==> config.mk <==
export PLATFORM = sky130hd
export DESIGN_NAME = external_bus_unit
export DESIGN_NICKNAME = d
export VERILOG_FILES = /design/src/hw/ext_bus_pkg.sv /design/src/hw/external_bus_unit.sv /design/src/hw/bus_arbiter.sv
export SDC_FILE = /design/constraint.sdc
export NUM_CORES = 1
export LEC_CHECK = 0
export BUFFER_PORTS_ARGS = -buffer_cell sky130_fd_sc_hd__buf_2
export CORE_UTILIZATION = 30
export DETAILED_ROUTE_END_ITERATION = 6
export SYNTH_ARGS = -nofsm -noshare
export SYNTH_HDL_FRONTEND = slang
export SYNTH_SLANG_ARGS = --single-unit
==> constraint.sdc <==
create_clock -name hclk -period 3 [get_ports hclk]
set_input_delay 0 -clock hclk [delete_from_list [all_inputs] [get_ports hclk]]
set_output_delay 0 -clock hclk [all_outputs]
set_load 0.02 [all_outputs]
==> src/hw/ext_bus_pkg.sv <==
// constants, register map and request carrier for the external bus controller
package ext_bus_pkg;
   // register byte offsets on the AHB-Lite slave
   localparam logic [7:0] REG_BUS_CONTROL = 8'h00;
   localparam logic [7:0] REG_SYS_CTRL = 8'h04;
   localparam logic [7:0] REG_WAIT_CFG = 8'h08;
   localparam logic [7:0] REG_STATUS = 8'h0c;
   // reset values
   localparam logic [7:0] BUS_CONTROL_RST = 8'hd3;
   localparam logic [7:0] SYS_CTRL_RST = 8'h00;
   localparam logic [7:0] WAIT_CFG_RST = 8'hf3;
   // bus_control field positions
   localparam int IDLE_INSERT_BIT = 6;
   localparam int BURST_ROM_BIT = 5;
   localparam int BURST_STATE_BIT = 4;
   localparam int BURST_WORD_BIT = 3;
   localparam int IO_RANGE_HI = 1;
   localparam int IO_RANGE_LO = 0;
   // system_control_reg field position
   localparam int IO_STROBE_EN_BIT = 0;
   // wait configuration field positions
   localparam int ACCESS_STATE_BIT = 4;
   localparam int WAIT_MODE_HI = 3;
   localparam int WAIT_MODE_LO = 2;
   localparam int WAIT_CNT_HI = 1;
   localparam int WAIT_CNT_LO = 0;
   localparam logic [1:0] WAIT_MODE_OFF = 2'h1;
   // status register field positions
   localparam int ST_BUSY_BIT = 0;
   localparam int ST_OWNER_BIT = 1;
   localparam int ST_BURST_BIT = 2;
   localparam int ST_WAIT_BIT = 3;
   // burst word limits
   localparam logic [3:0] BURST_WORDS_SHORT = 4'h4;
   localparam logic [3:0] BURST_WORDS_LONG = 4'h8;
   // io select window: addr[15:10] must match, addr[9:8] equals the range field
   localparam logic [5:0] IO_PAGE_TOP = 6'h3f;
   // ahb encodings
   localparam logic [1:0] HTRANS_NONSEQ = 2'h2;
   localparam logic [2:0] HSIZE_WORD = 3'h2;
   // one internal master's request
   typedef struct packed {
      logic req;
      logic write;
      logic [15:0] addr;
      logic [7:0] wdata;
   } mreq_t;
endpackage : ext_bus_pkg

==> src/hw/external_bus_unit.sv <==
// external bus controller: arbiter, access sequencer, strobes and ahb registers
`timescale 1ns/1ps
module external_bus_unit
   import ext_bus_pkg::*;
(
   // clock and reset
   input wire logic hclk,
   input wire logic hresetn,
   // ahb-lite register slave
   input wire logic hsel,
   input wire logic [31:0] haddr,
   input wire logic [1:0] htrans,
   input wire logic hwrite,
   input wire logic [2:0] hsize,
   input wire logic hready,
   input wire logic [31:0] hwdata,
   output logic hreadyout,
   output logic hresp,
   output logic [31:0] hrdata,
   // internal masters
   input wire mreq_t cpu_in,
   input wire mreq_t dtc_in,
   output logic cpu_ack,
   output logic dtc_ack,
   output logic [7:0] rdata,
   // external bus pins
   output logic [15:0] ext_addr,
   output logic [7:0] ext_data_out,
   output logic ext_data_oe,
   input wire logic [7:0] ext_data_in,
   output logic addr_strobe_n,
   output logic rd_n,
   output logic wr_n,
   input wire logic wait_n
);
   typedef enum logic [2:0] {ST_IDLE, ST_GAP, ST_T1, ST_T2, ST_TW, ST_T3, ST_BURST, ST_END}
      state_t;

   // registers and config decode
   logic [7:0] bus_control_r, bus_control_nxt;
   logic [7:0] sys_ctrl_r, sys_ctrl_nxt;
   logic [7:0] wait_cfg_r, wait_cfg_nxt;
   logic idle_ins, burst_mode, burst_two, burst_long, io_en, ast, pin_en;
   logic [1:0] io_range, prog_waits;
   logic [3:0] burst_max;
   assign idle_ins = bus_control_r[IDLE_INSERT_BIT];
   assign burst_mode = bus_control_r[BURST_ROM_BIT];
   assign burst_two = bus_control_r[BURST_STATE_BIT];
   assign burst_long = bus_control_r[BURST_WORD_BIT];
   assign io_range = bus_control_r[IO_RANGE_HI:IO_RANGE_LO];
   assign io_en = sys_ctrl_r[IO_STROBE_EN_BIT];
   assign ast = wait_cfg_r[ACCESS_STATE_BIT];
   // wait mode: bit hi enables the pin, mode "off" suppresses program waits
   assign pin_en = wait_cfg_r[WAIT_MODE_HI];
   assign prog_waits = (wait_cfg_r[WAIT_MODE_HI:WAIT_MODE_LO] == WAIT_MODE_OFF) ? 2'h0 :
                       wait_cfg_r[WAIT_CNT_HI:WAIT_CNT_LO];
   assign burst_max = burst_long ? BURST_WORDS_LONG : BURST_WORDS_SHORT;

   // wait pin synchroniser; the first stage feeds only the second
   // the data bus is not synchronised: it answers our own strobes and is taken in the
   // last strobe state, whereas two stages would return the word from before the address
   logic wait_m_r, wait_s_r;
   always_ff @(posedge hclk or negedge hresetn) begin
      if (!hresetn) begin
         wait_m_r <= 1'b0;
         wait_s_r <= 1'b0;
      end else begin
         wait_m_r <= ~wait_n;
         wait_s_r <= wait_m_r;
      end
   end

   // arbitration
   logic grant_cpu, grant_dtc, lock;
   mreq_t cur;
   state_t state_r, state_nxt;
   assign cur = grant_dtc ? dtc_in : (grant_cpu ? cpu_in : '0);
   // hold the owner for the whole access and for as long as it keeps requesting
   assign lock = (state_r != ST_IDLE) | cur.req;

   bus_arbiter u_arb (
      .hclk(hclk),
      .hresetn(hresetn),
      .cpu_req(cpu_in.req),
      .dtc_req(dtc_in.req),
      .lock(lock),
      .grant_cpu(grant_cpu),
      .grant_dtc(grant_dtc)
   );

   // access sequencer state
   logic [1:0] wcnt_r, wcnt_nxt;
   logic [3:0] bcnt_r, bcnt_nxt;
   logic burst_r, burst_nxt, bphase_r, bphase_nxt, last_read_r, last_read_nxt;
   logic owner_r, owner_nxt, write_r, write_nxt;
   logic [15:0] addr_r, addr_nxt;
   logic [7:0] wdata_r, wdata_nxt, rdata_r, rdata_nxt;
   logic start, burst_cont, active, io_hit;
   assign start = cur.req;
   assign burst_cont = burst_r && !cur.write && (cur.addr == addr_r + 16'h0001) &&
                       (bcnt_r < burst_max);

   // next-state logic for the external access
   always_comb begin
      state_nxt = state_r;
      wcnt_nxt = wcnt_r;
      bcnt_nxt = bcnt_r;
      burst_nxt = burst_r;
      bphase_nxt = bphase_r;
      last_read_nxt = last_read_r;
      owner_nxt = owner_r;
      write_nxt = write_r;
      addr_nxt = addr_r;
      wdata_nxt = wdata_r;
      rdata_nxt = rdata_r;
      case (state_r)
         ST_IDLE: begin
            if (start) begin
               owner_nxt = grant_dtc;
               write_nxt = cur.write;
               addr_nxt = cur.addr;
               wdata_nxt = cur.wdata;
               if (burst_mode && burst_cont) begin
                  state_nxt = ST_BURST;
                  bphase_nxt = 1'b0;
                  bcnt_nxt = bcnt_r + 4'h1;
               end else begin
                  bcnt_nxt = 4'h1;
                  burst_nxt = 1'b0;
                  if (cur.write && last_read_r && idle_ins) begin
                     state_nxt = ST_GAP;
                  end else begin
                     state_nxt = ST_T1;
                  end
               end
            end else begin
               // a quiet cycle ends both the burst run and the read-to-write hazard
               burst_nxt = 1'b0;
               last_read_nxt = 1'b0;
            end
         end
         ST_GAP: state_nxt = ST_T1;
         ST_T1: state_nxt = ST_T2;
         ST_T2: begin
            if (burst_mode) begin
               state_nxt = ST_T3;
            end else if (!ast) begin
               state_nxt = ST_END;
               rdata_nxt = ext_data_in;
            end else if (prog_waits != 2'h0) begin
               state_nxt = ST_TW;
               wcnt_nxt = prog_waits - 2'h1;
            end else if (pin_en && wait_s_r) begin
               state_nxt = ST_TW;
               wcnt_nxt = 2'h0;
            end else begin
               state_nxt = ST_T3;
            end
         end
         ST_TW: begin
            if (wcnt_r != 2'h0) begin
               wcnt_nxt = wcnt_r - 2'h1;
            end else if (!(pin_en && wait_s_r)) begin
               state_nxt = ST_T3;
            end
         end
         ST_T3: begin
            state_nxt = ST_END;
            rdata_nxt = ext_data_in;
         end
         ST_BURST: begin
            if (burst_two && !bphase_r) begin
               bphase_nxt = 1'b1;
            end else begin
               state_nxt = ST_END;
               rdata_nxt = ext_data_in;
            end
         end
         ST_END: begin
            state_nxt = ST_IDLE;
            last_read_nxt = !write_r;
            burst_nxt = burst_mode && !write_r;
         end
         default: state_nxt = ST_IDLE;
      endcase
   end

   always_ff @(posedge hclk or negedge hresetn) begin
      if (!hresetn) begin
         state_r <= ST_IDLE;
         wcnt_r <= 2'h0;
         bcnt_r <= 4'h0;
         burst_r <= 1'b0;
         bphase_r <= 1'b0;
         last_read_r <= 1'b0;
         owner_r <= 1'b0;
         write_r <= 1'b0;
         addr_r <= 16'h0000;
         wdata_r <= 8'h00;
         rdata_r <= 8'h00;
      end else begin
         state_r <= state_nxt;
         wcnt_r <= wcnt_nxt;
         bcnt_r <= bcnt_nxt;
         burst_r <= burst_nxt;
         bphase_r <= bphase_nxt;
         last_read_r <= last_read_nxt;
         owner_r <= owner_nxt;
         write_r <= write_nxt;
         addr_r <= addr_nxt;
         wdata_r <= wdata_nxt;
         rdata_r <= rdata_nxt;
      end
   end

   // strobes and data drive, all decoded from registered state
   assign active = (state_r == ST_T1) || (state_r == ST_T2) || (state_r == ST_TW) ||
                   (state_r == ST_T3) || (state_r == ST_BURST);
   assign io_hit = (addr_r[15:10] == IO_PAGE_TOP) && (addr_r[9:8] == io_range);
   assign addr_strobe_n = io_en ? !(active && io_hit) : !active;
   assign rd_n = !(active && !write_r);
   assign wr_n = !(active && write_r && (state_r != ST_T1));
   assign ext_data_oe = active && write_r;
   assign ext_addr = addr_r;
   assign ext_data_out = wdata_r;
   assign rdata = rdata_r;
   assign cpu_ack = (state_r == ST_END) && !owner_r;
   assign dtc_ack = (state_r == ST_END) && owner_r;

   // ahb-lite slave: writes complete with no wait, reads insert one wait for a registered hrdata
   logic wr_pend_r, wr_pend_nxt, rd_pend_r, rd_pend_nxt;
   logic [7:0] wr_addr_r, wr_addr_nxt, rd_addr_r, rd_addr_nxt;
   logic [31:0] hrdata_r, hrdata_nxt;
   logic take;
   assign take = hsel && hready && (htrans == HTRANS_NONSEQ) && (hsize == HSIZE_WORD);

   always_comb begin
      wr_pend_nxt = take && hwrite;
      rd_pend_nxt = take && !hwrite;
      wr_addr_nxt = take ? haddr[7:0] : wr_addr_r;
      rd_addr_nxt = take ? haddr[7:0] : rd_addr_r;
      hrdata_nxt = hrdata_r;
      bus_control_nxt = bus_control_r;
      sys_ctrl_nxt = sys_ctrl_r;
      wait_cfg_nxt = wait_cfg_r;
      if (wr_pend_r) begin
         case (wr_addr_r)
            REG_BUS_CONTROL: bus_control_nxt = hwdata[7:0];
            REG_SYS_CTRL: sys_ctrl_nxt = hwdata[7:0];
            REG_WAIT_CFG: wait_cfg_nxt = hwdata[7:0];
            default: bus_control_nxt = bus_control_r;
         endcase
      end
      if (rd_pend_r) begin
         case (rd_addr_r)
            REG_BUS_CONTROL: hrdata_nxt = {24'h000000, bus_control_r};
            REG_SYS_CTRL: hrdata_nxt = {24'h000000, sys_ctrl_r};
            REG_WAIT_CFG: hrdata_nxt = {24'h000000, wait_cfg_r};
            REG_STATUS: begin
               hrdata_nxt = 32'h00000000;
               hrdata_nxt[ST_BUSY_BIT] = (state_r != ST_IDLE);
               hrdata_nxt[ST_OWNER_BIT] = owner_r;
               hrdata_nxt[ST_BURST_BIT] = burst_r;
               hrdata_nxt[ST_WAIT_BIT] = wait_s_r;
            end
            default: hrdata_nxt = 32'h00000000;
         endcase
      end
   end

   always_ff @(posedge hclk or negedge hresetn) begin
      if (!hresetn) begin
         wr_pend_r <= 1'b0;
         rd_pend_r <= 1'b0;
         wr_addr_r <= 8'h00;
         rd_addr_r <= 8'h00;
         hrdata_r <= 32'h00000000;
         bus_control_r <= BUS_CONTROL_RST;
         sys_ctrl_r <= SYS_CTRL_RST;
         wait_cfg_r <= WAIT_CFG_RST;
      end else begin
         wr_pend_r <= wr_pend_nxt;
         rd_pend_r <= rd_pend_nxt;
         wr_addr_r <= wr_addr_nxt;
         rd_addr_r <= rd_addr_nxt;
         hrdata_r <= hrdata_nxt;
         bus_control_r <= bus_control_nxt;
         sys_ctrl_r <= sys_ctrl_nxt;
         wait_cfg_r <= wait_cfg_nxt;
      end
   end

   assign hreadyout = !rd_pend_r;
   assign hresp = 1'b0;
   assign hrdata = hrdata_r;
endmodule : external_bus_unit

==> src/hw/bus_arbiter.sv <==
// two-master arbiter for the internal bus, transfer controller first
`timescale 1ns/1ps
module bus_arbiter
   import ext_bus_pkg::*;
(
   // clock and reset
   input wire logic hclk,
   input wire logic hresetn,
   // requests and lock
   input wire logic cpu_req,
   input wire logic dtc_req,
   input wire logic lock,
   // grants
   output logic grant_cpu,
   output logic grant_dtc
);
   logic [1:0] gnt_r;
   logic [1:0] gnt_nxt;

   // grant is frozen while locked so a transfer never changes owner midway
   always_comb begin
      gnt_nxt = gnt_r;
      if (!lock) begin
         if (dtc_req) begin
            gnt_nxt = 2'h2;
         end else if (cpu_req) begin
            gnt_nxt = 2'h1;
         end else begin
            gnt_nxt = 2'h0;
         end
      end
   end

   always_ff @(posedge hclk or negedge hresetn) begin
      if (!hresetn) begin
         gnt_r <= 2'h0;
      end else begin
         gnt_r <= gnt_nxt;
      end
   end

   assign grant_cpu = gnt_r[0];
   assign grant_dtc = gnt_r[1];
endmodule : bus_arbiter

==> results.py <==
metrics = {
    "final_layout": {
        "layout.nets": 873,
        "area_delta_synth_final_pct": 34.6,
        "finish.utilization_pct": 41.9,
        "diodes": 0,
        "drive_gt1_share_pct": 31.7,
    },
    "setup_path": {
        "required_ns": 3.29,
        "arrival_ns": 3.03,
        "r2r_end": "bcnt_r[2]",
        "path_class": "flip-flop to flip-flop",
        "r2r_slack_ns": 0.26,
        "startpoint_type": "flip-flop",
        "crit_fanout": 10,
        "rr_startpoint": "u_arb.gnt_r[0]",
        "end_kind": "flip-flop",
        "r2r_cells": 8,
    },
    "sta": {
        "worstMarginPinSlew_ns": 0.592,
        "relSlewSlack_pct": 60.5,
        "skew_ns": 0.00685,
        "fin_crit_sh_pct": 91.2,
        "tns_ns": 0,
        "min_period_ns": 2.74,
        "setup_violations": 0,
        "hold_violations": 0,
        "rsz0062_at_grt": "no",
        "fin_ws_ns": 0.263,
        "holdWs_ns": 0.0237,
        "max_freq_mhz": 365,
        "slew_viol_final": 0,
    },
    "drt": {
        "wl_per_cell_um": 15.1,
        "totalWireLength_um": 14500,
        "firstDrtPassIters": 6,
        "ant_nets": 0,
        "via_per_inst": 4.87,
        "drc": 0,
        "vias": 4669,
        "drt_iter0_drc": 185,
    },
    "cts": {
        "cts_tree": "done",
        "cts_root_buffer": "clkbuf_16",
        "cts_buffer_depth": 2,
        "cts_made_buffers": 9,
        "clk_latency_ns": 0.35,
        "cts.clk_slew.worst_paths_ns": 0.07,
        "htree_num_levels": 3,
        "clkSinkCount": 92,
    },
    "global_routing": {
        "grt_max_degree": 42,
        "grt_pass1_vias": 4469,
        "globalRouteTotalUtil_pct": 16.5,
        "top_usage_layer": "met2",
        "met3_usage_pct": 3.02,
        "antenna_found_initial": 0,
        "overflow": 0,
        "grt_pass1_wl_um": 23100,
        "use_met2_pct": 27.2,
        "met1_usage_pct": 22.2,
    },
    "hold_path": {
        "holdPathEnd": "ext_addr[6]",
        "min_path_cells": 3,
        "hold_start": "cpu_in[14]",
        "hold_class": "primary input to flip-flop",
    },
    "synth": {
        "syn_area_mm2": 0.00524,
        "synthFlopType": "dfrtp_1",
        "synth.distinct_cells": 65,
        "syn_area_per_cell_um2": 9.86,
        "synth_area_leaders": "dfrtp_1 (39%), mux2_2 (8.8%), dfstp_2 (5.5%), buf_4 (3.7%), nor2_1 (3.7%)",
        "synthDominantCellAreaShare_pct": 38.7,
        "synth-seq-cells": 92,
        "synthesis.instances": 531,
        "yosysSeqAreaShare_pct": 44.2,
        "yosysWarnings": 0,
        "yosysTopAreaCell": "dfrtp_1",
        "synthArstFlopShare_pct": 100,
        "synth-edff-count": 0,
    },
    "run": {
        "max_cap_violations": 0,
    },
    "floorplanning": {
        "ios": 207,
        "dieHeight_um": 134,
        "floorplan.core_area_mm2": 0.0168,
        "start_util_pct": 31.1,
        "row_count": 47,
        "dieWidth_um": 134,
        "die_area_mm2": 0.0180,
    },
    "placed_design": {
        "pre_cts_slack_ns": 0.351,
        "place_hpwl_um": 10200,
        "place_congestion": 0.817,
        "io_buffers": 133,
    },
    "power": {
        "ir_drop_mv": 0.374,
        "p_leak_nw": 3.30,
        "p_per_area_mw_per_mm2": 781,
    },
    "outcome": {
        "status": "finished clean",
    },
}
worst max-delay path by stage:
stage                       to  cells after the start           start
3_5_place_dp         bcnt_r[0]                      8  u_arb.gnt_r[0]
3_3_place_gp         bcnt_r[2]                      8  u_arb.gnt_r[0]
2_1_floorplan        bcnt_r[2]                      8     ext_addr[0]
5_1_grt        ext_data_out[3]                      9  u_arb.gnt_r[1]
4_1_cts        ext_data_out[6]                      9  u_arb.gnt_r[1]
6_report             bcnt_r[2]                      8  u_arb.gnt_r[0]
state kept, by name, summed over array words and instances, names as in the netlist, 4 cells and up:
| name | count |
|---|---|
| hrdata | 8 |
| bus_control_r | 8 |
| wait_cfg_r | 8 |
| rd_addr_r | 8 |
| sys_ctrl_r | 8 |
| bcnt_r | 4 |
| ext_addr | 16 |
| rdata | 8 |
| ext_data_out | 8 |
per-stage QoR:
step	instances	cell area, um2	power [mW]
2_1_floorplan	555	5330	3.50
3_3_place_gp	884	6160	4.26
3_5_place_dp	884	6160	4.29
4_1_cts	959	7040	5.56
5_1_grt	959	7050	5.90
6_report	959	7050	5.50
area by class of cell:
class | count | area [um2]
Timing Repair Buffer | 212 | 1420
Sequential cell | 92 | 2320
Inverter | 15 | 56.3
Clock buffer | 10 | 229
Clock inverter | 6 | 58.8
Tap cell | 220 | 275
Fill cell | 1719 | 9770
Multi-Input combinational cell | 404 | 2690
power by group:
part | internal [mW] | switching (mW) | total (mW)
combinational | 1.09 | 1.35 | 2.44
sequential | 1.57 | 0.370 | 1.94
clock | 0.579 | 0.546 | 1.12
total | 3.24 | 2.27 | 5.50
layer usage:
metal  wire (um)  share of wire, %  vias up
met1        6830                47     2214
met3         634               4.4       15
met4         182               1.3        0
met2        6830                47      140
li1            -                 -     2300
met5           0                 0        -
cells in the final DEF (no fill, tap or decap), drive strengths merged, types with 8 or more instances in the layout:
master	instances
nand4	8
dfstp	11
conb	25
clkbuf	10
inv	16
nor2	53
mux2i	8
nand3b	8
dfrtp	81
and3b	8
o2bb2ai	9
dlygate4sd3	59
nand3	15
nor3	9
mux2	41
a31oi	9
nand2	47
a221oi	9
and3	10
and2	14
a21oi	23
buf	153
or3	8
o21ai	27
synthesized netlist by cell type, types with 10 or more instances:
| cell | n |
|---|---|
| a21oi_1 | 23 |
| and2_1 | 13 |
| and3_1 | 10 |
| buf_4 | 26 |
| clkbuf_1 | 14 |
| dfrtp_1 | 81 |
| dfstp_2 | 11 |
| inv_1 | 14 |
| mux2_2 | 41 |
| nand2_1 | 47 |
| nand3_1 | 15 |
| nor2_1 | 52 |
| o21ai_0 | 27 |
logic make-up (layout without fill, tap and decap cells):
family	after synthesis	count (layout)	share of synthesized area (%)
mux	52	52	11.6
flops	92	92	44.2
other cells	1	25	0.0716
buf+inv	59	243	6.17
xor+xnor	8	8	1.60
compound gates	109	109	14.3
simple gates	206	206	21.0
fa+ha+maj	4	4	0.956
repair_timing:
item / CTS / global route
resized for setup: 0 / 1
setup buffers: 0 / 0
endpoints found under the setup margin: 0 / 6
endpoints found under the hold margin: 98 / 0
hold buffers: 59 / 0
worst max-delay path: stages, from the launching register on:
cell,delay [ns]
dfrtp_1,0.54
buf_4,0.25
and3b_1,0.21
or3_1,0.37
a221oi_1,0.40
a211oi_1,0.09
a211oi_1,0.37
and4_4,0.31
a22o_1,0.13
(Power assumes the default switching activity.)
